[src/amp_diag_pkg.sv]
// Package with timing counts and encodings for the amplifier diagnostic sequencer
package amp_diag_pkg;
    localparam int CLK_HZ = 40000000;
    localparam int CHECK_TIME_US = 1000;
    localparam int CHECK_CYCLES = (CLK_HZ / 1000000) * CHECK_TIME_US;
    localparam int DIAG_TIME_MS = 100;
    localparam int DIAG_CYCLES = (CLK_HZ / 1000) * DIAG_TIME_MS;
    localparam int SAFETY_TIME_MS = 40;
    localparam int SAFETY_CYCLES = (CLK_HZ / 1000) * SAFETY_TIME_MS;
    localparam int MIN_AC_PULSES = 3;
    // Instruction byte one fields
    localparam int IB1_UNMUTE_REAR = 1;
    localparam int IB1_UNMUTE_FRONT = 2;
    localparam int IB1_LINE_DIAG = 3;
    localparam int IB1_DIAG_EN = 4;
    localparam int IB1_OFFSET_EN = 5;
    localparam int IB1_GAIN_LOW = 6;
    localparam int IB1_STANDBY_MUTE_PIN_OUT = 7;
    // Instruction byte two fields
    localparam int IB2_SAFETY_EN = 0;
    localparam int IB2_AC_EN = 2;
    localparam int IB2_AC_LOW_THR = 7;
    // Diag byte two safety shutdown flag
    localparam int DB2_SAFETY_BIT = 6;
    // Per-channel result fields
    localparam int RES_SHORT_GND = 0;
    localparam int RES_SHORT_VS = 1;
    localparam int RES_SHORT_LOAD = 2;
    localparam int RES_OPEN_LOAD = 3;
    localparam int RES_OFFSET = 4;
    localparam int RES_AC_OPEN = 5;
    localparam int RES_WIDTH = 6;
    typedef enum logic [2:0] {
        CH_IDLE, CH_ACTIVE, CH_CHECK, CH_DIAG, CH_RESTART
    } ch_state_t;
    typedef enum logic [1:0] {PULSE_IDLE, PULSE_RUN, PULSE_DONE} pulse_state_t;
endpackage

[src/amp_fault_diag.sv]
// Diagnostic sequencer of a four-channel amplifier: turn-on, permanent, AC and offset
`timescale 1ns/1ps
// Behaviour
// - Turn-on result held; new pulse after read
// - Pulse first, outputs off during pulse
// - Then permanent diagnostics; result kept until short
// - Latch status at plateau end, 100 ms
// - Line-driver thresholds when low gain and option
// - Restart mode: fault shuts only its channel
// - Restart mode rechecks shut channel every 1 ms
// - Diag mode: recheck after 1 ms, resume
// - Overload persists: run 100 ms diagnostic cycle
// - After cycle: restart mode, store fault data
// - Next cycle only after host read
// - AC diagnostic active only when enabled
// - Threshold bit selects AC current levels
// - Fewer than 3 pulses reports open tweeter
// - Protection overload suppresses AC diagnostic
// - Flag offset beyond 2 V in play
// - Safety routine mutes on offset at power-on
// - Safety routine runs only when enabled
// - Offset found: mute within 40 ms
// - Safety shutdown shown in diag byte two
module amp_fault_diag #(
    parameter int CHANNELS = 4,
    parameter int DIAG_CYCLES = amp_diag_pkg::DIAG_CYCLES,
    parameter int CHECK_CYCLES = amp_diag_pkg::CHECK_CYCLES,
    parameter int SAFETY_CYCLES = amp_diag_pkg::SAFETY_CYCLES
) (
    input wire logic clk,
    input wire logic rst_b,
    input wire logic [7:0] instructionByteOne,
    input wire logic [7:0] instructionByteTwo,
    input wire logic instrWrite,
    input wire logic hostRead,
    input wire logic playMode,
    input wire logic [CHANNELS-1:0] scProtect,
    input wire logic [CHANNELS-1:0] shortGnd,
    input wire logic [CHANNELS-1:0] shortVs,
    input wire logic [CHANNELS-1:0] loadShortHigh,
    input wire logic [CHANNELS-1:0] loadShortLine,
    input wire logic [CHANNELS-1:0] loadOpenHigh,
    input wire logic [CHANNELS-1:0] loadOpenLine,
    input wire logic [CHANNELS-1:0] offsetHigh,
    input wire logic [CHANNELS-1:0] acPulseHigh,
    input wire logic [CHANNELS-1:0] acPulseLow,
    output logic [CHANNELS-1:0] channelOn,
    output logic powerStageOff,
    output logic pulseActive,
    output logic safetyMute,
    output logic [7:0] diagByteTwo,
    output logic [CHANNELS*amp_diag_pkg::RES_WIDTH-1:0] diagResults
);
    // Refuse counts that the shared timer width cannot hold
    if (CHANNELS < 1 || CHANNELS > 8 || DIAG_CYCLES < 2 || CHECK_CYCLES < 2
        || SAFETY_CYCLES < 1 || CHECK_CYCLES > DIAG_CYCLES
        || SAFETY_CYCLES > DIAG_CYCLES) begin : gBadParams
        $error("amp_fault_diag: unsupported parameter values");
    end

    localparam int CW = $clog2(DIAG_CYCLES + 1);
    localparam int RW = amp_diag_pkg::RES_WIDTH;

    // Decrement that stops at zero, used by all timers
    function automatic logic [CW-1:0] dec(input logic [CW-1:0] v);
        dec = (v == '0) ? '0 : v - CW'(1);
    endfunction

    logic [7:0] ib1_q;
    logic [7:0] ib2_q;
    logic stbyOut;
    logic diagEn;
    logic lineMode;
    logic acEn;
    logic acLowThr;
    logic safetyEn;
    logic [CHANNELS-1:0] loadShort;
    logic [CHANNELS-1:0] loadOpen;
    logic [CHANNELS-1:0] acPulse;

    // Instruction byte storage
    always_ff @(posedge clk) begin
        if (!rst_b) begin
            ib1_q <= 8'h00;
            ib2_q <= 8'h00;
        end else if (instrWrite) begin
            ib1_q <= instructionByteOne;
            ib2_q <= instructionByteTwo;
        end
    end

    assign stbyOut = ib1_q[amp_diag_pkg::IB1_STANDBY_MUTE_PIN_OUT];
    assign diagEn = ib1_q[amp_diag_pkg::IB1_DIAG_EN];
    assign lineMode = ib1_q[amp_diag_pkg::IB1_GAIN_LOW] & ib1_q[amp_diag_pkg::IB1_LINE_DIAG];
    assign acEn = ib2_q[amp_diag_pkg::IB2_AC_EN];
    assign acLowThr = ib2_q[amp_diag_pkg::IB2_AC_LOW_THR];
    assign safetyEn = ib2_q[amp_diag_pkg::IB2_SAFETY_EN];
    // Load thresholds follow gain; ground and supply shorts do not
    assign loadShort = lineMode ? loadShortLine : loadShortHigh;
    assign loadOpen = lineMode ? loadOpenLine : loadOpenHigh;
    assign acPulse = acLowThr ? acPulseLow : acPulseHigh;

    // Turn-on pulse sequencer
    amp_diag_pkg::pulse_state_t pState_q;
    logic [CW-1:0] pCnt_q;
    logic pulseArmed_q;
    logic pulseEnd;

    assign pulseEnd = (pState_q == amp_diag_pkg::PULSE_RUN) && (pCnt_q == CW'(1));

    always_ff @(posedge clk) begin
        if (!rst_b) begin
            pState_q <= amp_diag_pkg::PULSE_IDLE;
            pCnt_q <= '0;
        end else begin
            unique case (pState_q)
                amp_diag_pkg::PULSE_IDLE: begin
                    if (stbyOut && diagEn && pulseArmed_q) begin
                        pState_q <= amp_diag_pkg::PULSE_RUN;
                        pCnt_q <= CW'(DIAG_CYCLES);
                    end
                end
                amp_diag_pkg::PULSE_RUN: begin
                    pCnt_q <= dec(pCnt_q);
                    if (pulseEnd) begin
                        pState_q <= amp_diag_pkg::PULSE_DONE;
                    end
                end
                amp_diag_pkg::PULSE_DONE: begin
                    if (!stbyOut) begin
                        pState_q <= amp_diag_pkg::PULSE_IDLE;
                    end
                end
                default: pState_q <= amp_diag_pkg::PULSE_IDLE;
            endcase
        end
    end

    // Re-arm of the pulse only after a read
    always_ff @(posedge clk) begin
        if (!rst_b) begin
            pulseArmed_q <= 1'b1;
        end else if (hostRead) begin
            pulseArmed_q <= 1'b1;
        end else if (pState_q == amp_diag_pkg::PULSE_RUN) begin
            pulseArmed_q <= 1'b0;
        end
    end

    // Power stage held off while pulse runs or before standby exit
    always_ff @(posedge clk) begin
        if (!rst_b) begin
            pulseActive <= 1'b0;
            powerStageOff <= 1'b1;
        end else begin
            pulseActive <= (pState_q == amp_diag_pkg::PULSE_RUN);
            powerStageOff <= !stbyOut || (pState_q == amp_diag_pkg::PULSE_RUN)
                || (stbyOut && diagEn && pulseArmed_q
                    && pState_q == amp_diag_pkg::PULSE_IDLE);
        end
    end

    // Per-channel permanent diagnostic machines
    amp_diag_pkg::ch_state_t chState_q [CHANNELS];
    logic [CW-1:0] chCnt_q [CHANNELS];
    logic [CHANNELS-1:0] cycleDone_q;
    logic [RW-1:0] res_q [CHANNELS];
    logic [1:0] acCount_q [CHANNELS];
    logic [CHANNELS-1:0] acSuppress_q;
    logic [CHANNELS-1:0] offPersist_q;
    logic [CHANNELS-1:0] chOn;
    logic [CHANNELS*RW-1:0] diagResults_d;

    genvar g;
    generate
        for (g = 0; g < CHANNELS; g++) begin : gCh
            logic cycEnd;
            logic [RW-1:0] faultNow;
            assign cycEnd = (chState_q[g] == amp_diag_pkg::CH_DIAG) && (chCnt_q[g] == CW'(1));
            assign faultNow = {1'b0, 1'b0, 1'b0, loadShort[g], shortVs[g], shortGnd[g]};
            assign chOn[g] = (chState_q[g] == amp_diag_pkg::CH_ACTIVE);

            // Channel state: restart vs diagnostic mode
            always_ff @(posedge clk) begin
                if (!rst_b) begin
                    chState_q[g] <= amp_diag_pkg::CH_IDLE;
                    chCnt_q[g] <= '0;
                end else if (powerStageOff) begin
                    chState_q[g] <= amp_diag_pkg::CH_IDLE;
                    chCnt_q[g] <= '0;
                end else begin
                    chCnt_q[g] <= dec(chCnt_q[g]);
                    unique case (chState_q[g])
                        amp_diag_pkg::CH_IDLE: begin
                            chState_q[g] <= amp_diag_pkg::CH_ACTIVE;
                        end
                        amp_diag_pkg::CH_ACTIVE: begin
                            if (scProtect[g]) begin
                                chCnt_q[g] <= CW'(CHECK_CYCLES);
                                chState_q[g] <= (diagEn && !cycleDone_q[g])
                                    ? amp_diag_pkg::CH_CHECK : amp_diag_pkg::CH_RESTART;
                            end
                        end
                        amp_diag_pkg::CH_CHECK: begin
                            if (chCnt_q[g] == CW'(1)) begin
                                if (scProtect[g]) begin
                                    chState_q[g] <= amp_diag_pkg::CH_DIAG;
                                    chCnt_q[g] <= CW'(DIAG_CYCLES);
                                end else begin
                                    chState_q[g] <= amp_diag_pkg::CH_ACTIVE;
                                end
                            end
                        end
                        amp_diag_pkg::CH_DIAG: begin
                            if (cycEnd) begin
                                chState_q[g] <= amp_diag_pkg::CH_RESTART;
                                chCnt_q[g] <= CW'(CHECK_CYCLES);
                            end
                        end
                        amp_diag_pkg::CH_RESTART: begin
                            if (chCnt_q[g] == CW'(1)) begin
                                if (scProtect[g]) begin
                                    chCnt_q[g] <= CW'(CHECK_CYCLES);
                                end else begin
                                    chState_q[g] <= amp_diag_pkg::CH_ACTIVE;
                                end
                            end
                        end
                        default: chState_q[g] <= amp_diag_pkg::CH_IDLE;
                    endcase
                end
            end

            // Cycle done until a read re-arms it
            always_ff @(posedge clk) begin
                if (!rst_b) begin
                    cycleDone_q[g] <= 1'b0;
                end else if (cycEnd) begin
                    cycleDone_q[g] <= 1'b1;
                end else if (hostRead) begin
                    cycleDone_q[g] <= 1'b0;
                end
            end

            // AC pulse counting and, while AC is enabled, offset persistence over the measuring period
            always_ff @(posedge clk) begin
                if (!rst_b) begin
                    acCount_q[g] <= 2'h0;
                    acSuppress_q[g] <= 1'b0;
                    offPersist_q[g] <= 1'b1;
                end else if (hostRead || !acEn) begin
                    acCount_q[g] <= 2'h0;
                    acSuppress_q[g] <= acEn && scProtect[g];
                    offPersist_q[g] <= 1'b1;
                end else begin
                    if (acPulse[g] && acCount_q[g] != 2'(amp_diag_pkg::MIN_AC_PULSES)) begin
                        acCount_q[g] <= acCount_q[g] + 2'h1;
                    end
                    if (scProtect[g]) begin
                        acSuppress_q[g] <= 1'b1;
                    end
                    if (!offsetHigh[g]) begin
                        offPersist_q[g] <= 1'b0;
                    end
                end
            end

            // Result latch per channel
            always_ff @(posedge clk) begin
                if (!rst_b) begin
                    res_q[g] <= '0;
                end else begin
                    if (pulseEnd) begin
                        res_q[g] <= faultNow | RW'({loadOpen[g], 3'h0});
                    end else if (cycEnd) begin
                        res_q[g][amp_diag_pkg::RES_SHORT_LOAD:0] <= faultNow[2:0];
                    end
                    if (hostRead) begin
                        res_q[g][amp_diag_pkg::RES_AC_OPEN] <= acEn && !acSuppress_q[g]
                            && acCount_q[g] != 2'(amp_diag_pkg::MIN_AC_PULSES);
                        res_q[g][amp_diag_pkg::RES_OFFSET] <= playMode
                            && offPersist_q[g] && offsetHigh[g];
                    end
                end
            end

            assign diagResults_d[g*RW +: RW] = res_q[g];
        end
    endgenerate

    // Speaker safety routine: check offset after play, mute within window
    logic safetyArmed_q;
    logic [CW-1:0] safeCnt_q;
    logic safetyTrip_q;

    always_ff @(posedge clk) begin
        if (!rst_b || !stbyOut) begin
            safetyArmed_q <= 1'b1;
            safeCnt_q <= '0;
            safetyTrip_q <= 1'b0;
        end else if (safetyEn && playMode && safetyArmed_q) begin
            safetyArmed_q <= 1'b0;
            safeCnt_q <= CW'(SAFETY_CYCLES);
        end else if (safeCnt_q != '0) begin
            safeCnt_q <= dec(safeCnt_q);
            if (|offsetHigh) begin
                safetyTrip_q <= 1'b1;
            end
        end
    end

    // Registered outputs
    always_ff @(posedge clk) begin
        if (!rst_b) begin
            channelOn <= '0;
            safetyMute <= 1'b0;
            diagByteTwo <= 8'h00;
            diagResults <= '0;
        end else begin
            channelOn <= safetyTrip_q ? '0 : chOn;
            safetyMute <= safetyTrip_q;
            diagByteTwo <= 8'h00;
            diagByteTwo[amp_diag_pkg::DB2_SAFETY_BIT] <= safetyTrip_q;
            diagResults <= diagResults_d;
        end
    end
endmodule // amp_fault_diag

[config.mk]
export PLATFORM = sky130hd
export DESIGN_NAME = amp_fault_diag
export DESIGN_NICKNAME = d
export VERILOG_FILES = /design/src/amp_diag_pkg.sv /design/src/amp_fault_diag.sv
export SDC_FILE = /design/constraint.sdc
export NUM_CORES = 1
export LEC_CHECK = 0
export BUFFER_PORTS_ARGS = -buffer_cell sky130_fd_sc_hd__buf_2
export CELL_PAD_IN_SITES_DETAIL_PLACEMENT = 1
export CELL_PAD_IN_SITES_GLOBAL_PLACEMENT = 2
export CORE_MARGIN = 2
export CORE_UTILIZATION = 40
export CTS_BUF_LIST = sky130_fd_sc_hd__clkbuf_4
export DETAILED_ROUTE_END_ITERATION = 10
export PLACE_DENSITY = 0.82
export SLEW_MARGIN = 20
export SYNTH_ARGS = -nofsm -noshare
export SYNTH_HDL_FRONTEND = slang
export SYNTH_SLANG_ARGS = --single-unit
[constraint.sdc]
create_clock -name clk -period 3.41 [get_ports clk]
set_input_delay 0.5115 -clock clk [delete_from_list [all_inputs] [get_ports clk]]
set_output_delay 0.5115 -clock clk [all_outputs]
set_load 0.005 [all_outputs]
Word-level counts from Yosys, hierarchy flattened. Memory sizes are Yosys's and may differ from the RTL's. A register that Yosys moved wholly into a read port is not among the register bits. Cells that the tools add are included.

Bits in registers: 91. Latch bits: 0. Memory bits (writable): 132. ROM bits: 0. Output and inout port bits: 39. Logic and storage cells: 554. Memories kept: 4.

Memories: chCnt_q (depth 4, width 22, rd ports 4, clocked after Yosys merged registers in 0, write ports 4, RTL line amp_fault_diag.sv:165) `logic [CW-1:0] chCnt_q [CHANNELS];`; res_q (depth 4, width 6, rd ports 4, clocked after Yosys merged registers in 4, write ports 4, RTL line amp_fault_diag.sv:167) `logic [RW-1:0] res_q [CHANNELS];`; chState_q (depth 4, width 3, rd ports 4, clocked after Yosys merged registers in 0, write ports 4, RTL line amp_fault_diag.sv:164) `amp_diag_pkg::ch_state_t chState_q [CHANNELS];`; acCount_q (depth 4, width 2, rd ports 4, clocked after Yosys merged registers in 0, write ports 4, RTL line amp_fault_diag.sv:168) `logic [1:0] acCount_q [CHANNELS];`.

Add/sub/neg operators: 10. Multipliers: 0. Div/mod/pow operators: 0. Order comparisons: 0. Eq/ne operators: 30. Shift operators: 0. Multiplexer cells: 306. Bitwise operators: 87. Reductions and logical operators: 91.

Operators with widths (count): 22-bit 2-to-1 mux (31); 1-bit 2-to-1 mux (213); 22-bit logical NOT (6); 22-bit by 1-bit subtractor with 22-bit output (second input constant) (6); 3-bit 2-to-1 mux (40); 22-bit by 1-bit equality test with 1-bit output (second input constant) (5); 1-bit OR (80); 22-bit one-hot mux with 2 select lines (1); 21-bit 2-to-1 mux (2); 1-bit logical AND (38); 3-bit by 2-bit equality test with 1-bit output (second input constant) (8); 6-bit 2-to-1 mux (4); 2-bit 2-to-1 mux (11); 22-bit nonzero test (1); 2-bit nonzero test (10); 5-bit OR reduction (4); 3-bit by 4-bit OR with 4-bit output (4); 1-bit logical NOT (15); 2-bit != test (second input constant) (7); 3-bit by 1-bit equality test with 1-bit output (second input constant) (4); 3-bit equality test (second input constant) (4); 3-bit logical NOT (4); 4-bit 2-to-1 mux (3); 2-bit by 1-bit adder with 2-bit output (second input constant) (4); 11 further kinds (19).

Logic depth before layout (Yosys ltp). An unclocked memory read counts as a cell.

Word-level depth: 13. Mapped depth: 8.

Worst setup path after synthesis. Ideal clock, no wire load.

Path kind: register -> register. From: memory chCnt_q[3][5] (netlist bit). To: memory chState_q[3][0] (netlist bit) (enable). Library setup time: 0.355 ns. Arrival: 2.115 ns. Data required time: 3.055 ns. Setup slack: 0.939 ns. Cell stages (with the launch flop): 6. Path buffers: 0. Clock period less this slack: 2.471 ns. Cells stage by stage: edfxtp_1 -> nor4_1 -> nand4b_1 -> nor3_1 -> a21boi_0 -> o31ai_1.

RTL lines (RTL line): from (decl) (amp_fault_diag.sv:165); to (decl) (amp_fault_diag.sv:164).

==> flow_metrics.tcl <==
set metrics [dict create \
    fp.dieH_microns 174 \
    timing.final.hold_violations 0 \
    timing.final.ws_setup_ps 740 \
    finClkSkew_ps 47.9 \
    swShare_pct 28.7 \
    yosysTopAreaCell "edfxtp_1" \
    finalSetupViolCount 0 \
    dieArea_sq_mm 0.0301 \
    grt_setup_unrepaired "no" \
    cts-hold-fix-buffers 0 \
    synth.avg_cell_area_sq_um 9.83 \
    num_vias 9559 \
    synthArstFlopShare_pct 0 \
    critical_path_buf_inv_count 0 \
    first_iter_violations 475 \
    power.density_mw_per_mm2 519 \
    endpoint_kind "register" \
    post-cts-setup-buffers 0 \
    cap_viol_max_count 0 \
    preCtsSetupSlack_ps 711 \
    drive_gt1_share_pct 15.7 \
    synth_edf_count 132 \
    combPwrFrac_pct 15.8 \
    critical_path.max_stage_delay_ps 450 \
    grt_pass1_wl_mm 50.3 \
    critical_path.cell_chain "or3_1 > or3_1 > or3_1 > o21ai_0 > o21ai_0" \
    nNetsFinal 1476 \
    avgRoutedWirePerCell_microns 16.6 \
    vias_per_cell 5.20 \
    cts_made_buffers 69 \
    grt-ovfl-total 0 \
    track_usage_pct 20.5 \
    worstSetupPathType "register to register" \
    holdCritStartpoint "instructionByteOne[6]" \
    ant_nets 0 \
    yosysSeqAreaShare_pct 51.7 \
    ios 100 \
    cts-root-buf "clkbuf_4" \
    antenna_found_initial 3 \
    post_cts_resized 0 \
    arrival_ps 3050 \
    ys_seq_elements 231 \
    whs_ps 84.6 \
    synth_top_area_share_pct 34.4 \
    fin_crit_ps 2670 \
    syn-cell-area_sq_mm 0.0115 \
    pwr-share-seq_pct 44.6 \
    area_growth_pct 18.6 \
    max_freq_mhz 375 \
    synth_cell_types 63 \
    cts_tree "yes" \
    max_slew_margin_pct 52.8 \
    seqCellArea_sq_mm 0.00595 \
    cpLargestDelayFamily "simple AND/OR/NAND/NOR gates" \
    port_buffers 83 \
    power.net_switching_uw 2040 \
    setup.worst_path.start_class "register" \
    synthFlopType "edfxtp_1" \
    peakVddDrop_v 0.000273 \
    wl_mm 30.4 \
    rows 62 \
    grt_max_degree 31 \
    numClockSinks 231 \
    initial_utilization_pct 40.3 \
    yosys_warnings 0 \
    postSynthCellCount 1171 \
    min-delay-path-class "input port to register" \
    nFillCells 3419 \
    p_int_uw 5050 \
    drc 0 \
    htree_levels 3 \
    dr.pass1.iters 4 \
    core_sq_mm 0.0285 \
    timing.final.crit_share_pct 78.3 \
    clk_path_buf_depth 3 \
    dp_hpwl_mm 22.3 \
    critPathLaunch "chCnt_q[3][14]" \
    leakagePower_uw 0.00534 \
    worstPathRequired_ps 3790 \
    dieWidth_microns 174 \
    gp_congestion 0.802 \
    cp_slowest_cell "edfxtp_1" \
    crit_top_cell "or3_1" \
    maxSlewViolCount 0 \
    r2r-start "chCnt_q[3][14]" \
    cts.clk_slew.worst_paths_ps 70 \
    multi_input_area_sq_mm 0.00562 \
    tns_ps 0 \
    clock_latency_ps 670 \
    p_clk_share_pct 39.6 \
    status "completed" \
    crit_fanout 5 \
    synth_area_leaders "edfxtp_1 34%, dfxtp_1 17%, xnor2_1 4.9%, nor2_1 4.8%, o21ai_0 2.7%" \
    worstMarginPinSlew_ps 706 \
    grt_pass1_vias 9851 \
]
## worst register-to-register path, delay by kind of cell (launching register included)
| kind | cells | cell delay [ps] |
|---|---|---|
| compound gates | 2 | 630 |
| simple gates | 3 | 1320 |
| flops | 1 | 450 |
## through the flow
stage          cell area [sq um]  utilization [%]  cells  total power, uW
6_report                   13600             47.8   1838             7080
5_1_grt                    13600             47.8   1838             7520
3_5_place_dp               12700             44.5   1709             4340
2_1_floorplan              11900                -   1264             4030
4_1_cts                    13600             47.8   1836             7210
3_3_place_gp               12700             44.5   1709             4310
## cell usage in the layout (no fill, tap or decap), types with 19 or more instances in the layout
master / n
a21oi_1: 57
and2_1: 36
buf_2: 83
buf_4: 21
clkbuf_4: 103
conb_1: 95
dfxtp_1: 99
edfxtp_1: 132
ha_1: 19
inv_1: 26
nand2_1: 77
nand3_1: 52
nor2_1: 148
nor3_1: 45
nor4_1: 44
o21ai_0: 63
xnor2_1: 64
xor2_1: 28
## power by group through the flow
stage               clock [uW]  sequential (uW)  combinational [uW]
floorplan                    0             3180                 849
global placement             0             3220                1090
detailed placement           0             3220                1110
CTS                       2920             3160                1120
global route              3070             3180                1270
finish                    2800             3160                1120
## routing by layer
| layer | vias to the layer above | part of all wire (%) | global-route usage (%) |
|---|---|---|---|
| met2 | 153 | 47 | 33.5 |
| met4 | 2 | 2.1 | 7.35 |
| met1 | 4628 | 46 | 26.7 |
| li1 | 4731 | - | - |
| met5 | - | 0.023 | 0 |
| met3 | 45 | 5.0 | 4.76 |
## layout make-up
class / count / area share (%)
Sequential cell: 231 / 43.6
Multi-Input combinational cell: 964 / 41.1
Clock buffer: 103 / 5.67
Timing Repair Buffer: 104 / 4.20
Tap cell: 384 / 3.52
Clock inverter: 24 / 1.15
Inverter: 26 / 0.715
Antenna cell: 2 / 0.0367
## state kept, by name, indices dropped and copies added (netlist names), 8 cells and up
| register | flops |
|---|---|
| chCnt_q | 88 |
| diagResults | 24 |
| res_q | 24 |
| pCnt_q | 22 |
| safeCnt_q | 22 |
| chState_q | 12 |
| acCount_q | 8 |
## cell usage after synthesis, types with 19 or more instances
library cell and count:
dfxtp_1 99, xnor2_1 64, nand2_1 77, inv_1 26
nand3_1 52, a21oi_1 57, xor2_1 28, clkbuf_1 30
edfxtp_1 132, ha_1 19, nor2_1 148, o21ai_0 63
nor3_1 45, nor4_1 44, and2_1 36
## final timing paths
path                    endpoint  slack, ps  depth (start not counted)
hold / removal          ib1_q[6]         80                          3
setup reg to reg  chCnt_q[3][10]        740                          5
hold reg to reg   diagResults[2]        450                          1
setup / recovery  chCnt_q[3][10]        740                          5
## kinds of logic (layout without fill, tap and decap cells)
logic type | after synthesis | in the layout | share of synthesized area [%]
multiplexers | 14 | 14 | 1.22
flip-flops | 231 | 231 | 51.7
AND/OR/NAND/NOR | 539 | 539 | 24.5
other | 2 | 97 | 0.0653
buffers and inverters | 69 | 257 | 2.58
AO/OA/AOI/OAI | 205 | 205 | 10.9
XOR/XNOR | 92 | 92 | 7.00
adder cells (fa/ha/maj) | 19 | 19 | 2.07
Note: power is estimated with default switching activity, not from simulation.
